## src/include/mil_defines.svh

```systemverilog
// constants of the interrupt option and pin latch logic
// assumes inclusion by bare name from the interrupt controller rtl, the only file that includes it
`ifndef MIL_DEFINES_SVH
`define MIL_DEFINES_SVH
// ===========================================================
// register addresses
`define MIL_ADDR_OPTION 8'hC8
`define MIL_ADDR_LATCH 8'hED
// ===========================================================
// option register fields
`define MIL_OPT_VEC1_LEVEL 6
`define MIL_OPT_VEC2_EDGE 5
`define MIL_OPT_GLOBAL_EN 4
// ===========================================================
// pin latch register fields
`define MIL_PL_SYNC_POL 7
`define MIL_PL_SYNC_EN 6
`define MIL_PL_PWR_FLAG 5
`define MIL_PL_PWR_EN 4
`define MIL_PL_PWR_EDGE 3
`define MIL_PL_NMI_FLAG 2
`define MIL_PL_NMI_EN 1
`define MIL_PL_NMI_EDGE 0
// ===========================================================
// vector addresses and reset values
`define MIL_VEC_ADDR0 12'hFFC
`define MIL_VEC_ADDR1 12'hFF6
`define MIL_VEC_ADDR2 12'hFF4
`define MIL_VEC_ADDR3 12'hFF2
`define MIL_VEC_ADDR4 12'hFF0
`define MIL_RST_BYTE 8'h00
`endif

```

## src/include/mil_pkg.sv

```systemverilog
// types of the interrupt option and pin latch logic
// assumes mil_defines.svh on the include path
package mil_pkg;
  // ===========================================================
  // peripheral requests, all active low
  typedef struct packed {
    logic timer3ReqN;
    logic portAReqN;
    logic portBReqN;
    logic timer2ReqN;
    logic serialBusReqN;
    logic timer1ReqN;
    logic ddcReqN;
    logic adcReqN;
  } mil_periph_req_t;
  // ===========================================================
  // core sequencer to block
  typedef struct packed {
    logic lastCycle;
    logic retInstr;
    logic [11:0] pc;
  } mil_core_in_t;
  // ===========================================================
  // block to core sequencer
  typedef struct packed {
    logic take;
    logic [2:0] vecNum;
    logic [11:0] vecAddr;
    logic pushPc;
    logic popPc;
    logic [1:0] flagSet;
  } mil_core_out_t;
  typedef enum logic [1:0] {
    MIL_MODE_NORMAL,
    MIL_MODE_IRQ,
    MIL_MODE_NMI
  } mil_mode_t;
endpackage

```

## src/rtl/mil_sync_edge.sv

```systemverilog
// two-stage synchroniser with rising/falling edge pulse
// assumes pin comes from outside the clock domain
`timescale 1ns/1ps
module mil_sync_edge (
  input wire logic clock,
  input wire logic arst_n,
  input wire logic pin,
  output logic level,
  output logic rise,
  output logic fall
);
  logic meta_q;
  logic sync_q;
  logic last_q;
  always_ff @(posedge clock or negedge arst_n) begin
    if (!arst_n) begin
      meta_q <= 1'b1;
      sync_q <= 1'b1;
      last_q <= 1'b1;
    end else begin
      meta_q <= pin;
      sync_q <= meta_q;
      last_q <= sync_q;
    end
  end
  assign level = sync_q;
  assign rise = sync_q & ~last_q;
  assign fall = ~sync_q & last_q;
endmodule // mil_sync_edge

```

## src/rtl/mil_edge_latch.sv

```systemverilog
// one edge latch: set by a selected edge, cleared by a strobe
// assumes edge pulses already synchronous to clock
`timescale 1ns/1ps
module mil_edge_latch (
  input wire logic clock,
  input wire logic arst_n,
  input wire logic polRise,
  input wire logic rise,
  input wire logic fall,
  input wire logic clear,
  output logic latched
);
  logic latch_q;
  always_ff @(posedge clock or negedge arst_n) begin
    if (!arst_n) begin
      latch_q <= 1'b0;
    end else if (polRise ? rise : fall) begin
      latch_q <= 1'b1;
    end else if (clear) begin
      latch_q <= 1'b0;
    end
  end
  assign latched = latch_q;
endmodule // mil_edge_latch

```

## src/rtl/mil_irq_ctrl.sv

```systemverilog
// interrupt option register, pin latch register and core entry/return sequencing
// assumes a byte-wide data-space port from the core; pins are asynchronous
`timescale 1ns/1ps
`include "mil_defines.svh"
// Function
// - option register write-only at C8h
// - vector one level when set, falling edge otherwise
// - vector two edge select, falling at zero
// - global enable masks all but non-maskable
// - pin latch register at EDh, byte access
// - nmi and power latches follow edge select
// - latch reaches vector only when enabled
// - flag reads latch, writing one clears
// - sync polarity bit picks sync edge
// - sync enable gates, write one clears, reads latch
// - polarity position reads live sync pin
// - edge and enable bits reset zero, write-only
// - entry swaps flags, pushes pc, loads vector
// - return restores flags and pops pc
// - vector zero falling edge, cleared by service
// - vector one ands timer3 and port requests
// - vector two ands sync, timer2, serial bus
// - vector two edge clears only on service
// - vector three ands timer1 and ddc, level
// - vector four ands power latch and converter
// - global disable keeps captured edges pending
// - timer request needs flag and mask set
// - fixed priority, maskable never preempts maskable
// - requests sampled only in last cycle
module mil_irq_ctrl
  import mil_pkg::*;
(
  input wire logic clock,
  input wire logic arst_n,
  input wire logic [7:0] addr,
  input wire logic [7:0] wrData,
  input wire logic wrEn,
  input wire logic rdEn,
  output logic [7:0] rdData,
  output logic rdHit,
  input wire logic nonmaskablePin,
  input wire logic powerInPin,
  input wire logic syncPin,
  input wire mil_periph_req_t periphReq,
  input wire mil_core_in_t coreIn,
  output mil_core_out_t coreOut,
  output logic [1:0] returnFlagSet,
  output logic [11:0] savedPc
);
  // ===========================================================
  // register state
  logic vec1LevelSelect_q;
  logic vec2EdgeSelect_q;
  logic globalIrqEnable_q;
  logic syncPolarity_q;
  logic syncEnableFlag_q;
  logic powerInIrqEnable_q;
  logic powerInEdgeSelect_q;
  logic nonmaskableIrqEnable_q;
  logic nonmaskableEdgeSelect_q;
  logic wrOption;
  logic wrLatch;
  logic clrNmi;
  logic clrPwr;
  logic clrSync;
  // ===========================================================
  // decode
  assign wrOption = wrEn && (addr == `MIL_ADDR_OPTION);
  assign wrLatch = wrEn && (addr == `MIL_ADDR_LATCH);
  // a one written to a flag position is a clear strobe
  assign clrNmi = wrLatch && wrData[`MIL_PL_NMI_FLAG];
  assign clrPwr = wrLatch && wrData[`MIL_PL_PWR_FLAG];
  assign clrSync = wrLatch && wrData[`MIL_PL_SYNC_EN];

  // whole-byte write only; no read-modify-write exists on these addresses
  always_ff @(posedge clock or negedge arst_n) begin
    if (!arst_n) begin
      vec1LevelSelect_q <= 1'b0;
      vec2EdgeSelect_q <= 1'b0;
      globalIrqEnable_q <= 1'b0;
    end else if (wrOption) begin
      vec1LevelSelect_q <= wrData[`MIL_OPT_VEC1_LEVEL];
      vec2EdgeSelect_q <= wrData[`MIL_OPT_VEC2_EDGE];
      globalIrqEnable_q <= wrData[`MIL_OPT_GLOBAL_EN];
    end
  end

  always_ff @(posedge clock or negedge arst_n) begin
    if (!arst_n) begin
      syncPolarity_q <= 1'b0;
      syncEnableFlag_q <= 1'b0;
      powerInIrqEnable_q <= 1'b0;
      powerInEdgeSelect_q <= 1'b0;
      nonmaskableIrqEnable_q <= 1'b0;
      nonmaskableEdgeSelect_q <= 1'b0;
    end else if (wrLatch) begin
      syncPolarity_q <= wrData[`MIL_PL_SYNC_POL];
      syncEnableFlag_q <= wrData[`MIL_PL_SYNC_EN];
      powerInIrqEnable_q <= wrData[`MIL_PL_PWR_EN];
      powerInEdgeSelect_q <= wrData[`MIL_PL_PWR_EDGE];
      nonmaskableIrqEnable_q <= wrData[`MIL_PL_NMI_EN];
      nonmaskableEdgeSelect_q <= wrData[`MIL_PL_NMI_EDGE];
    end
  end

  // ===========================================================
  // pin synchronisers and latches
  logic nmiRise;
  logic nmiFall;
  logic pwrRise;
  logic pwrFall;
  logic syncLevel, syncRise, syncFall;
  logic nonmaskableLatched;
  logic powerInLatched;
  logic syncLatched;

  mil_sync_edge u_nmiSync (.clock(clock), .arst_n(arst_n), .pin(nonmaskablePin),
    .level(), .rise(nmiRise), .fall(nmiFall));
  mil_sync_edge u_pwrSync (.clock(clock), .arst_n(arst_n), .pin(powerInPin),
    .level(), .rise(pwrRise), .fall(pwrFall));
  mil_sync_edge u_syncSync (.clock(clock), .arst_n(arst_n), .pin(syncPin),
    .level(syncLevel), .rise(syncRise), .fall(syncFall));

  // latches clear at reset so the flags start known
  mil_edge_latch u_nmiLatch (.clock(clock), .arst_n(arst_n), .polRise(nonmaskableEdgeSelect_q),
    .rise(nmiRise), .fall(nmiFall), .clear(clrNmi), .latched(nonmaskableLatched));
  mil_edge_latch u_pwrLatch (.clock(clock), .arst_n(arst_n), .polRise(powerInEdgeSelect_q),
    .rise(pwrRise), .fall(pwrFall), .clear(clrPwr), .latched(powerInLatched));
  mil_edge_latch u_syncLatch (.clock(clock), .arst_n(arst_n), .polRise(syncPolarity_q),
    .rise(syncRise), .fall(syncFall), .clear(clrSync), .latched(syncLatched));

  // ===========================================================
  // read path; option register address answers nothing
  // write-only edge and enable positions read as zero
  always_ff @(posedge clock or negedge arst_n) begin
    if (!arst_n) begin
      rdData <= `MIL_RST_BYTE;
      rdHit <= 1'b0;
    end else begin
      rdHit <= rdEn && (addr == `MIL_ADDR_LATCH);
      rdData <= `MIL_RST_BYTE;
      if (rdEn && addr == `MIL_ADDR_LATCH) begin
        rdData[`MIL_PL_SYNC_POL] <= syncLevel;
        rdData[`MIL_PL_SYNC_EN] <= syncLatched;
        rdData[`MIL_PL_PWR_FLAG] <= powerInLatched;
        rdData[`MIL_PL_NMI_FLAG] <= nonmaskableLatched;
      end
    end
  end

  // ===========================================================
  // vector request lines, active low where combined
  logic vec0Line;
  logic vec1Line;
  logic vec2Line;
  logic vec2SelLast_q;
  logic vec2Sel;
  logic vec1LineLast_q;
  logic vec3Line;
  logic vec4Line;
  logic vec2EdgeSeen;
  logic vec1EdgeSeen;

  // latch outputs are gated by their enables before combining
  assign vec0Line = ~(nonmaskableLatched & nonmaskableIrqEnable_q);
  assign vec1Line = periphReq.timer3ReqN & periphReq.portAReqN & periphReq.portBReqN;
  assign vec2Line = ~(syncLatched & syncEnableFlag_q) & periphReq.timer2ReqN
                    & periphReq.serialBusReqN;
  assign vec3Line = periphReq.timer1ReqN & periphReq.ddcReqN;
  assign vec4Line = ~(powerInLatched & powerInIrqEnable_q) & periphReq.adcReqN;

  always_ff @(posedge clock or negedge arst_n) begin
    if (!arst_n) begin
      vec1LineLast_q <= 1'b1;
      vec2SelLast_q <= 1'b1;
    end else begin
      vec1LineLast_q <= vec1Line;
      vec2SelLast_q <= vec2Sel;
    end
  end

  assign vec1EdgeSeen = vec1LineLast_q & ~vec1Line;
  // select folded in ahead of the detector: flipping it to rising
  // while the line is high reads as an edge
  assign vec2Sel = vec2Line ^ vec2EdgeSelect_q;
  assign vec2EdgeSeen = vec2SelLast_q & ~vec2Sel;

  // ===========================================================
  // pending flip-flops; captured regardless of global enable
  logic vec0Pend_q;
  logic vec0LineLast_q;
  logic vec1Pend_q;
  logic vec2Pend_q;
  logic take0;
  logic take1;
  logic take2;
  logic take3;
  logic take4;
  logic vec1Req;
  logic vec3Req;
  logic vec4Req;

  always_ff @(posedge clock or negedge arst_n) begin
    if (!arst_n) begin
      vec0LineLast_q <= 1'b1;
    end else begin
      vec0LineLast_q <= vec0Line;
    end
  end

  // set wins over the service clear
  always_ff @(posedge clock or negedge arst_n) begin
    if (!arst_n) begin
      vec0Pend_q <= 1'b0;
    end else if (vec0LineLast_q && !vec0Line) begin
      vec0Pend_q <= 1'b1;
    end else if (take0) begin
      vec0Pend_q <= 1'b0;
    end
  end

  always_ff @(posedge clock or negedge arst_n) begin
    if (!arst_n) begin
      vec1Pend_q <= 1'b0;
    end else if (vec1EdgeSeen) begin
      vec1Pend_q <= 1'b1;
    end else if (take1) begin
      vec1Pend_q <= 1'b0;
    end
  end

  always_ff @(posedge clock or negedge arst_n) begin
    if (!arst_n) begin
      vec2Pend_q <= 1'b0;
    end else if (vec2EdgeSeen) begin
      vec2Pend_q <= 1'b1;
    end else if (take2) begin
      vec2Pend_q <= 1'b0;
    end
  end

  // vector one edges are captured in level mode too
  assign vec1Req = vec1LevelSelect_q ? ~vec1Line : vec1Pend_q;
  assign vec3Req = ~vec3Line;
  assign vec4Req = ~vec4Line;

  // ===========================================================
  // mode tracking and priority arbitration
  mil_mode_t mode_q;
  mil_mode_t prevMode_q;
  logic maskOpen;
  logic [11:0] savedPc_q;

  // no nesting of maskable routines; nmi also masks them
  assign maskOpen = globalIrqEnable_q && (mode_q == MIL_MODE_NORMAL);
  assign take0 = coreIn.lastCycle && vec0Pend_q && (mode_q != MIL_MODE_NMI);
  assign take1 = coreIn.lastCycle && !take0 && maskOpen && vec1Req;
  assign take2 = coreIn.lastCycle && !take0 && maskOpen && !vec1Req && vec2Pend_q;
  assign take3 = coreIn.lastCycle && !take0 && maskOpen && !vec1Req && !vec2Pend_q && vec3Req;
  assign take4 = coreIn.lastCycle && !take0 && maskOpen && !vec1Req && !vec2Pend_q
                 && !vec3Req && vec4Req;

  logic takeAny;
  logic doReturn;
  assign takeAny = take0 | take1 | take2 | take3 | take4;
  // an nmi entry on a return's last cycle wins; that return is not acted on
  assign doReturn = coreIn.retInstr && coreIn.lastCycle && !takeAny;

  // a return from nmi goes back to an interrupted maskable routine
  // reset lands in nmi mode until the first return
  always_ff @(posedge clock or negedge arst_n) begin
    if (!arst_n) begin
      mode_q <= MIL_MODE_NMI;
      prevMode_q <= MIL_MODE_NORMAL;
    end else if (take0) begin
      prevMode_q <= mode_q;
      mode_q <= MIL_MODE_NMI;
    end else if (takeAny) begin
      prevMode_q <= mode_q;
      mode_q <= MIL_MODE_IRQ;
    end else if (doReturn) begin
      mode_q <= (mode_q == MIL_MODE_NMI && prevMode_q == MIL_MODE_IRQ) ? MIL_MODE_IRQ
                                                                         : MIL_MODE_NORMAL;
      prevMode_q <= MIL_MODE_NORMAL;
    end
  end

  always_ff @(posedge clock or negedge arst_n) begin
    if (!arst_n) begin
      savedPc_q <= 12'h000;
    end else if (takeAny) begin
      savedPc_q <= coreIn.pc;
    end
  end

  // ===========================================================
  // answer to the core sequencer, one cycle after the sample
  always_ff @(posedge clock or negedge arst_n) begin
    if (!arst_n) begin
      coreOut <= '0;
      returnFlagSet <= 2'h0;
    end else begin
      coreOut.take <= takeAny;
      coreOut.pushPc <= takeAny;
      coreOut.popPc <= doReturn;
      returnFlagSet <= 2'(prevMode_q);
      if (take0) begin
        coreOut.vecNum <= 3'h0;
        coreOut.vecAddr <= `MIL_VEC_ADDR0;
        coreOut.flagSet <= 2'(MIL_MODE_NMI);
      end else if (take1) begin
        coreOut.vecNum <= 3'h1;
        coreOut.vecAddr <= `MIL_VEC_ADDR1;
        coreOut.flagSet <= 2'(MIL_MODE_IRQ);
      end else if (take2) begin
        coreOut.vecNum <= 3'h2;
        coreOut.vecAddr <= `MIL_VEC_ADDR2;
        coreOut.flagSet <= 2'(MIL_MODE_IRQ);
      end else if (take3) begin
        coreOut.vecNum <= 3'h3;
        coreOut.vecAddr <= `MIL_VEC_ADDR3;
        coreOut.flagSet <= 2'(MIL_MODE_IRQ);
      end else if (take4) begin
        coreOut.vecNum <= 3'h4;
        coreOut.vecAddr <= `MIL_VEC_ADDR4;
        coreOut.flagSet <= 2'(MIL_MODE_IRQ);
      end else if (doReturn) begin
        coreOut.flagSet <= (mode_q == MIL_MODE_NMI && prevMode_q == MIL_MODE_IRQ)
                           ? 2'(MIL_MODE_IRQ) : 2'(MIL_MODE_NORMAL);
      end
    end
  end

  assign savedPc = savedPc_q;

  // timer requests arrive already gated by flag and mask
endmodule // mil_irq_ctrl

```

## config.mk

```make
export PLATFORM = sky130hd
export DESIGN_NAME = mil_irq_ctrl
export DESIGN_NICKNAME = d
export VERILOG_FILES = /design/src/include/mil_pkg.sv /design/src/rtl/mil_sync_edge.sv /design/src/rtl/mil_edge_latch.sv /design/src/rtl/mil_irq_ctrl.sv
export VERILOG_INCLUDE_DIRS = /design/src /design/src/include
export SDC_FILE = /design/constraint.sdc
export NUM_CORES = 1
export LEC_CHECK = 0
export ABC_AREA = 1
export BUFFER_PORTS_ARGS = -buffer_cell sky130_fd_sc_hd__buf_2
export CAP_MARGIN = 20
export CORE_MARGIN = 2
export CORE_UTILIZATION = 53
export CTS_CLUSTER_SIZE = 40
export DETAILED_ROUTE_END_ITERATION = 10
export PLACE_DENSITY = 0.84
export SLEW_MARGIN = 20
export SYNTH_ARGS = -nofsm -noshare
export SYNTH_HDL_FRONTEND = slang
export SYNTH_SLANG_ARGS = --single-unit
```

## constraint.sdc

```tcl
create_clock -name clock -period 4.7 [get_ports clock]
set_clock_uncertainty 0.15 [all_clocks]
set_input_delay 1.41 -clock clock [delete_from_list [all_inputs] [get_ports clock]]
set_output_delay 1.41 -clock clock [all_outputs]
set_load 0.02 [all_outputs]
```

==> impl_metrics.ini, run 1 <==
[finish]
fin_util = 0.6898
area_delta_synth_final_pct = 22.75
fin_area_mm2 = 0.003065
antenna_cells = 0
nets = 384
drive_gt1_frac = 0.3779
final_common_cell = nand2_1
layout_common_cells = 85 x nand2_1, 81 x buf_2, 47 x dfrtp_1

[die]
core_area_mm2 = 0.004444
io_pins = 88
die_h_um = 72.65
start_util = 0.5619
placementRows = 24
die-area_mm2 = 0.005277
die_x_um = 72.65

[cts]
cts_tree = built
cts_buffers = 9
cts_buffer_depth = 2
cts_hold_buffers = 0
htreeDepth = 3
cts_resized = 0
clk_latency_ps = 330
cts.clk_slew.worst_paths_ps = 70
cts.sinks = 60
post_cts_buffers = 0
cts_root_buf = clkbuf_8

[grt]
grt_util_all_layers = 0.2015
antenna_found_initial = 0
grt_start_max_net_pins = 54
overflow = 0
grt_pass1_vias = 1872
grt_pass1_wl_um = 8031

[timing]
period_minus_slack_ps = 2547
period_share = 0.5420
fmax_mhz = 392.6
hold_viol_final = 0
relSlewSlack = 0.5811
final_max_slew_viol_count = 0
setup_tns_ps = 0
finalSetupViolations = 0
tightest_slew_ps = 628.3
rsz0062_at_grt = no

[routing]
wl_per_cell_um = 12.04
via_per_inst = 4.826
vias = 1911
drc_errors = 0
postRouteWirelength_um = 4768
first_pass_iters = 4
drtIter0Drc = 137
ant_nets = 0

[pwr]
power_leakage_uw = 0.001732
vdd_drop_max_v = 0.0002489
p_total_uw = 1555
powerDensity_mw_per_mm2 = 507.1

[critical_path]
startpoint_type = input pin
r2r_slack_ps = 2810
critPathCapture = coreOut[14]
crit_arrival_ps = 2610
cp_max_fo = 16
critical_path_class = in2reg
crit_required_ps = 4770
r2r_end = savedPc[0]
endpoint_kind = register
reg2reg_from = mode_q[1]
cp-startpoint = periphReq[5]
r2r_cells = 9

[synthesis]
synth_cell_types = 26
netlist_area_mm2 = 0.002497
syn-instance-count = 257
synth_top_area_frac = 0.4709
yosysWarnings = 0
yosys_register_bits = 60
synth_area_leaders = dfrtp_1 47%, dfstp_2 14%, nand2_1 13%
syn_avg_cell_area_um2 = 9.717
synth_area_leader_cell = dfrtp_1
synth_seq_area_share = 0.6077

[placed_design]
io_buffers = 82
dpl_cell_area_mm2 = 0.002861
dp_hpwl_um = 3517
gp_congestion = 0.8319

[flow_run]
cap_viol_max_count = 0

[outcome]
status = complete, no violations

[hold_path]
worstHoldPathType = reg2reg
-- sequential cells by signal (all words and copies together) (netlist names), 2 cells and up --
signal         flops
coreOut           10
mode_q             2
prevMode_q         2
savedPc           12
rdData             4
returnFlagSet      2
-- Yosys cell counts (all sizes together) --
cell type,instances
nand2,94
dfrtp,47
inv,27
buf,15
o21ai,15
nor2,14
dfstp,13
nand3,13
nand4,8
nor3b,2
or2,2
a211oi,1
a21oi,1
a32o,1
clkbuf,1
conb,1
nor4,1
o31ai,1
-- area by class of cell --
cell class              count  area, um2
repair buffers             83      420.4
well taps                  52      65.06
fillers                   364       1379
clock buffers              10      137.6
inverters                  27      106.4
multi-input cells         158      754.5
flip-flops and latches     60       1518
clock inverters             6      63.81
-- kinds of logic after synthesis --
family	count (synthesis)	synth area share
other cells	1	0.001502
compound gates	19	0.04759
buf+inv	43	0.09619
flops	60	0.6077
simple gates	134	0.2470
-- report_power, final --
part	switching [uW]	internal [uW]	total, uW
sequential	58.0	621	679
combinational	278	136	414
clock	203	258	461
total	539	1020	1550
-- worst max-delay path, stage by stage --
cell	delay, ps
buf_2	80
nand3_1	130
o21ai_1	200
nor2_2	90
nor2_4	200
nand2_4	170
or2_2	320
-- through the flow --
step	setup WS, ps	std cells	hold WS, ps
2_1_floorplan	2079	261	195.2
3_3_place_gp	1840	380	196.4
3_5_place_dp	1799	380	197.2
4_1_cts	2143	396	207.9
5_1_grt	1997	396	208.7
6_report	2153	396	207.9
-- worst min path at each step --
stage                       from          endpoint  slack [ps]  cells after the start
6_report        u_nmiSync.meta_q   u_nmiSync.level         210                      0
5_1_grt         u_nmiSync.meta_q   u_nmiSync.level         210                      0
4_1_cts         u_nmiSync.meta_q   u_nmiSync.level         210                      0
3_5_place_dp   u_syncSync.meta_q  u_syncSync.level         200                      0
3_3_place_gp    u_pwrSync.meta_q   u_pwrSync.level         200                      0
2_1_floorplan   u_nmiSync.meta_q   u_nmiSync.level         200                      0
-- metal layers --
layer,vias to the layer above,global-route usage,share of wire
met5,-,0,0
met4,0,0.06790,0.011
met3,7,0.07320,0.058
met2,63,0.3505,0.52
met1,885,0.2296,0.41
li1,956,-,-
(Power assumes the default switching activity.)
==> inputs of run 2 (changes only) <==
--- a/config.mk
+++ b/config.mk
@@ -6,14 +6,14 @@
 export SDC_FILE = /design/constraint.sdc
 export NUM_CORES = 1
 export LEC_CHECK = 0
-export ABC_AREA = 1
+export ABC_AREA = 0
 export BUFFER_PORTS_ARGS = -buffer_cell sky130_fd_sc_hd__buf_2
 export CAP_MARGIN = 20
 export CORE_MARGIN = 2
-export CORE_UTILIZATION = 53
+export CORE_UTILIZATION = 44
 export CTS_CLUSTER_SIZE = 40
 export DETAILED_ROUTE_END_ITERATION = 10
-export PLACE_DENSITY = 0.84
+export PLACE_DENSITY = 0.75
 export SLEW_MARGIN = 20
 export SYNTH_ARGS = -nofsm -noshare
 export SYNTH_HDL_FRONTEND = slang
==> constraint.sdc (replaced) <==
create_clock -name clock -period 2.2 [get_ports clock]
set_clock_uncertainty 0.15 [all_clocks]
set_input_delay 0.66 -clock clock [delete_from_list [all_inputs] [get_ports clock]]
set_output_delay 0.66 -clock clock [all_outputs]
set_load 0.02 [all_outputs]
==> impl_metrics.ini, run 2 <==
[finish]
nets = 318
largest_register_ff_count = 12
antenna_cells = 0
layoutNonFillerInstCount = 350
area_delta_synth_final_pct = 27.97
layout_common_cells = 82 x buf_2, 47 x dfrtp_1, 15 x nand2_1
fin_util = 0.5741
nFillCells = 462
drive_gt1_frac = 0.5144
final_common_cell = buf_2

[critical_path]
crit_required_ps = 2260
r2r_cells = 5
r2r_end = savedPc[6]
crit_arrival_ps = 1930
crit_chain = buf_2 > a21boi_1 > o211ai_2 > a21oi_4 > buf_4 > mux2_4
endpoint_kind = register
critPathBufInv = 2
crit_family = compound AO/OA/AOI/OAI gates
reg2reg_from = u_pwrLatch.latched
r2r_slack_ps = 350
startpoint_type = input pin
slowest_stage = mux2_4
crit_path_max_incr_delay_ps = 310
critical_path_class = in2reg
cp_max_fo = 7

[timing]
rsz0062_at_grt = no
final_max_slew_viol_count = 0
fmax_mhz = 536.4
period_minus_slack_ps = 1864
finalSetupViolations = 0
setup_tns_ps = 0
hold_viol_final = 0
period_share = 0.8473

[grt]
grt_util_all_layers = 0.1588
grt_start_max_net_pins = 61
grt_pass1_wl_um = 7417
antenna_found_initial = 0
grt_pass1_vias = 1675
overflow = 0

[hold_path]
worstHoldPathType = in2async

[synthesis]
synth_edf_count = 0
synth_cell_types = 37
yosys_register_bits = 60
async_flop_share = 1.000
synth_area_leaders = dfrtp_1 49%, dfstp_2 14%, mux2_2 6.0%
synth_seq_area_share = 0.6259
synth_common_cells = 47 x dfrtp_1, 15 x buf_4, 15 x nand2_1
syn_avg_cell_area_um2 = 13.11
yosysWarnings = 0
synth_ff_type = dfrtp_1
synth_top_area_frac = 0.4850
yosysMostFrequentCell = dfrtp_1
syn-instance-count = 185
netlist_area_mm2 = 0.002425
synth_area_leader_cell = dfrtp_1

[cts]
cts_buffer_depth = 2
htreeDepth = 3
cts_tree = built
cts_root_buf = clkbuf_8
cts.clk_slew.worst_paths_ps = 60
clk_latency_ps = 330
cts_resized = 0
cts_hold_buffers = 0
cts_buffers = 9
post_cts_buffers = 0
cts.sinks = 60

[routing]
first_pass_iters = 4
drtIter0Drc = 67
vias = 1671
via_per_inst = 4.774
drc_errors = 0
postRouteWirelength_um = 4485
wl_per_cell_um = 12.81
ant_nets = 0

[pwr]
vdd_drop_max_v = 0.0004943
power_leakage_uw = 0.001605
powerDensity_mw_per_mm2 = 1088

[placed_design]
dp_hpwl_um = 3256
gp_congestion = 0.7711
io_buffers = 82
dpl.cell_count = 334

[outcome]
status = complete, no violations

[die]
die-area_mm2 = 0.006121
placementRows = 27
start_util = 0.4486
die_x_um = 78.24
io_pins = 88
die_h_um = 78.24
core_area_mm2 = 0.005405

[flow_run]
cap_viol_max_count = 0
==> run 2: power breakdown <==
group          switching [uW]  internal, uW  leakage [uW]
combinational             517           373      0.000760
sequential                115          1310      0.000732
clock                     401           663      0.000113
total                    1030          2340       0.00160
==> run 2: worst max path at each step <==
stage	from	end	slack, ps	cells past startpoint
after detailed placement	periphReq[0]	savedPc[7]	10	6
after floorplan	coreIn[13]	savedPc[10]	150	6
after CTS	u_pwrLatch.latched	savedPc[7]	350	5
final	periphReq[0]	savedPc[6]	340	6
after global placement	periphReq[0]	savedPc[10]	50	6
after global routing	u_pwrLatch.latched	savedPc[1]	290	5
==> run 2: cell families after synthesis <==
kind of cell,count (synthesis),synth area share
flip-flops,60,0.6259
AND/OR/NAND/NOR,56,0.1326
AO/OA/AOI/OAI,25,0.07688
buffers and inverters,24,0.06811
multiplexers,18,0.09133
XOR/XNOR,1,0.003613
other,1,0.001547
==> run 2: cell type report <==
| type | instances | area [um2] | share of cell area |
|---|---|---|---|
| sequential | 60 | 1518 | 0.4891 |
| multi-input combinational | 105 | 757.0 | 0.2440 |
| timing repair buffer | 90 | 495.5 | 0.1597 |
| clock buffer | 11 | 141.4 | 0.04556 |
| tap | 72 | 90.09 | 0.02903 |
| clock inverter | 5 | 75.07 | 0.02419 |
| inverter | 7 | 26.28 | 0.008468 |
==> run 2: layer usage <==
layer / global-route usage / wire length (um)
met1: 0.1997 / 1985
met2: 0.2509 / 2092
met3: 0.04368 / 318
met4: 0.08421 / 88
met5: 0 / 0
==> run 2: metrics by stage <==
| step | instance area (um2) | total power (uW) | setup WS (ps) | hold slack, ps |
|---|---|---|---|---|
| after global routing | 3103 | 3536 | 292.6 | 194.4 |
| after CTS | 3103 | 3417 | 351.4 | 186.5 |
| after global placement | 2887 | 2310 | 52.12 | 195.6 |
| after floorplan | 2440 | 2092 | 153.4 | 195.2 |
| after detailed placement | 2887 | 2338 | 10.98 | 197.0 |
| final | 3103 | 3377 | 335.8 | 173.3 |
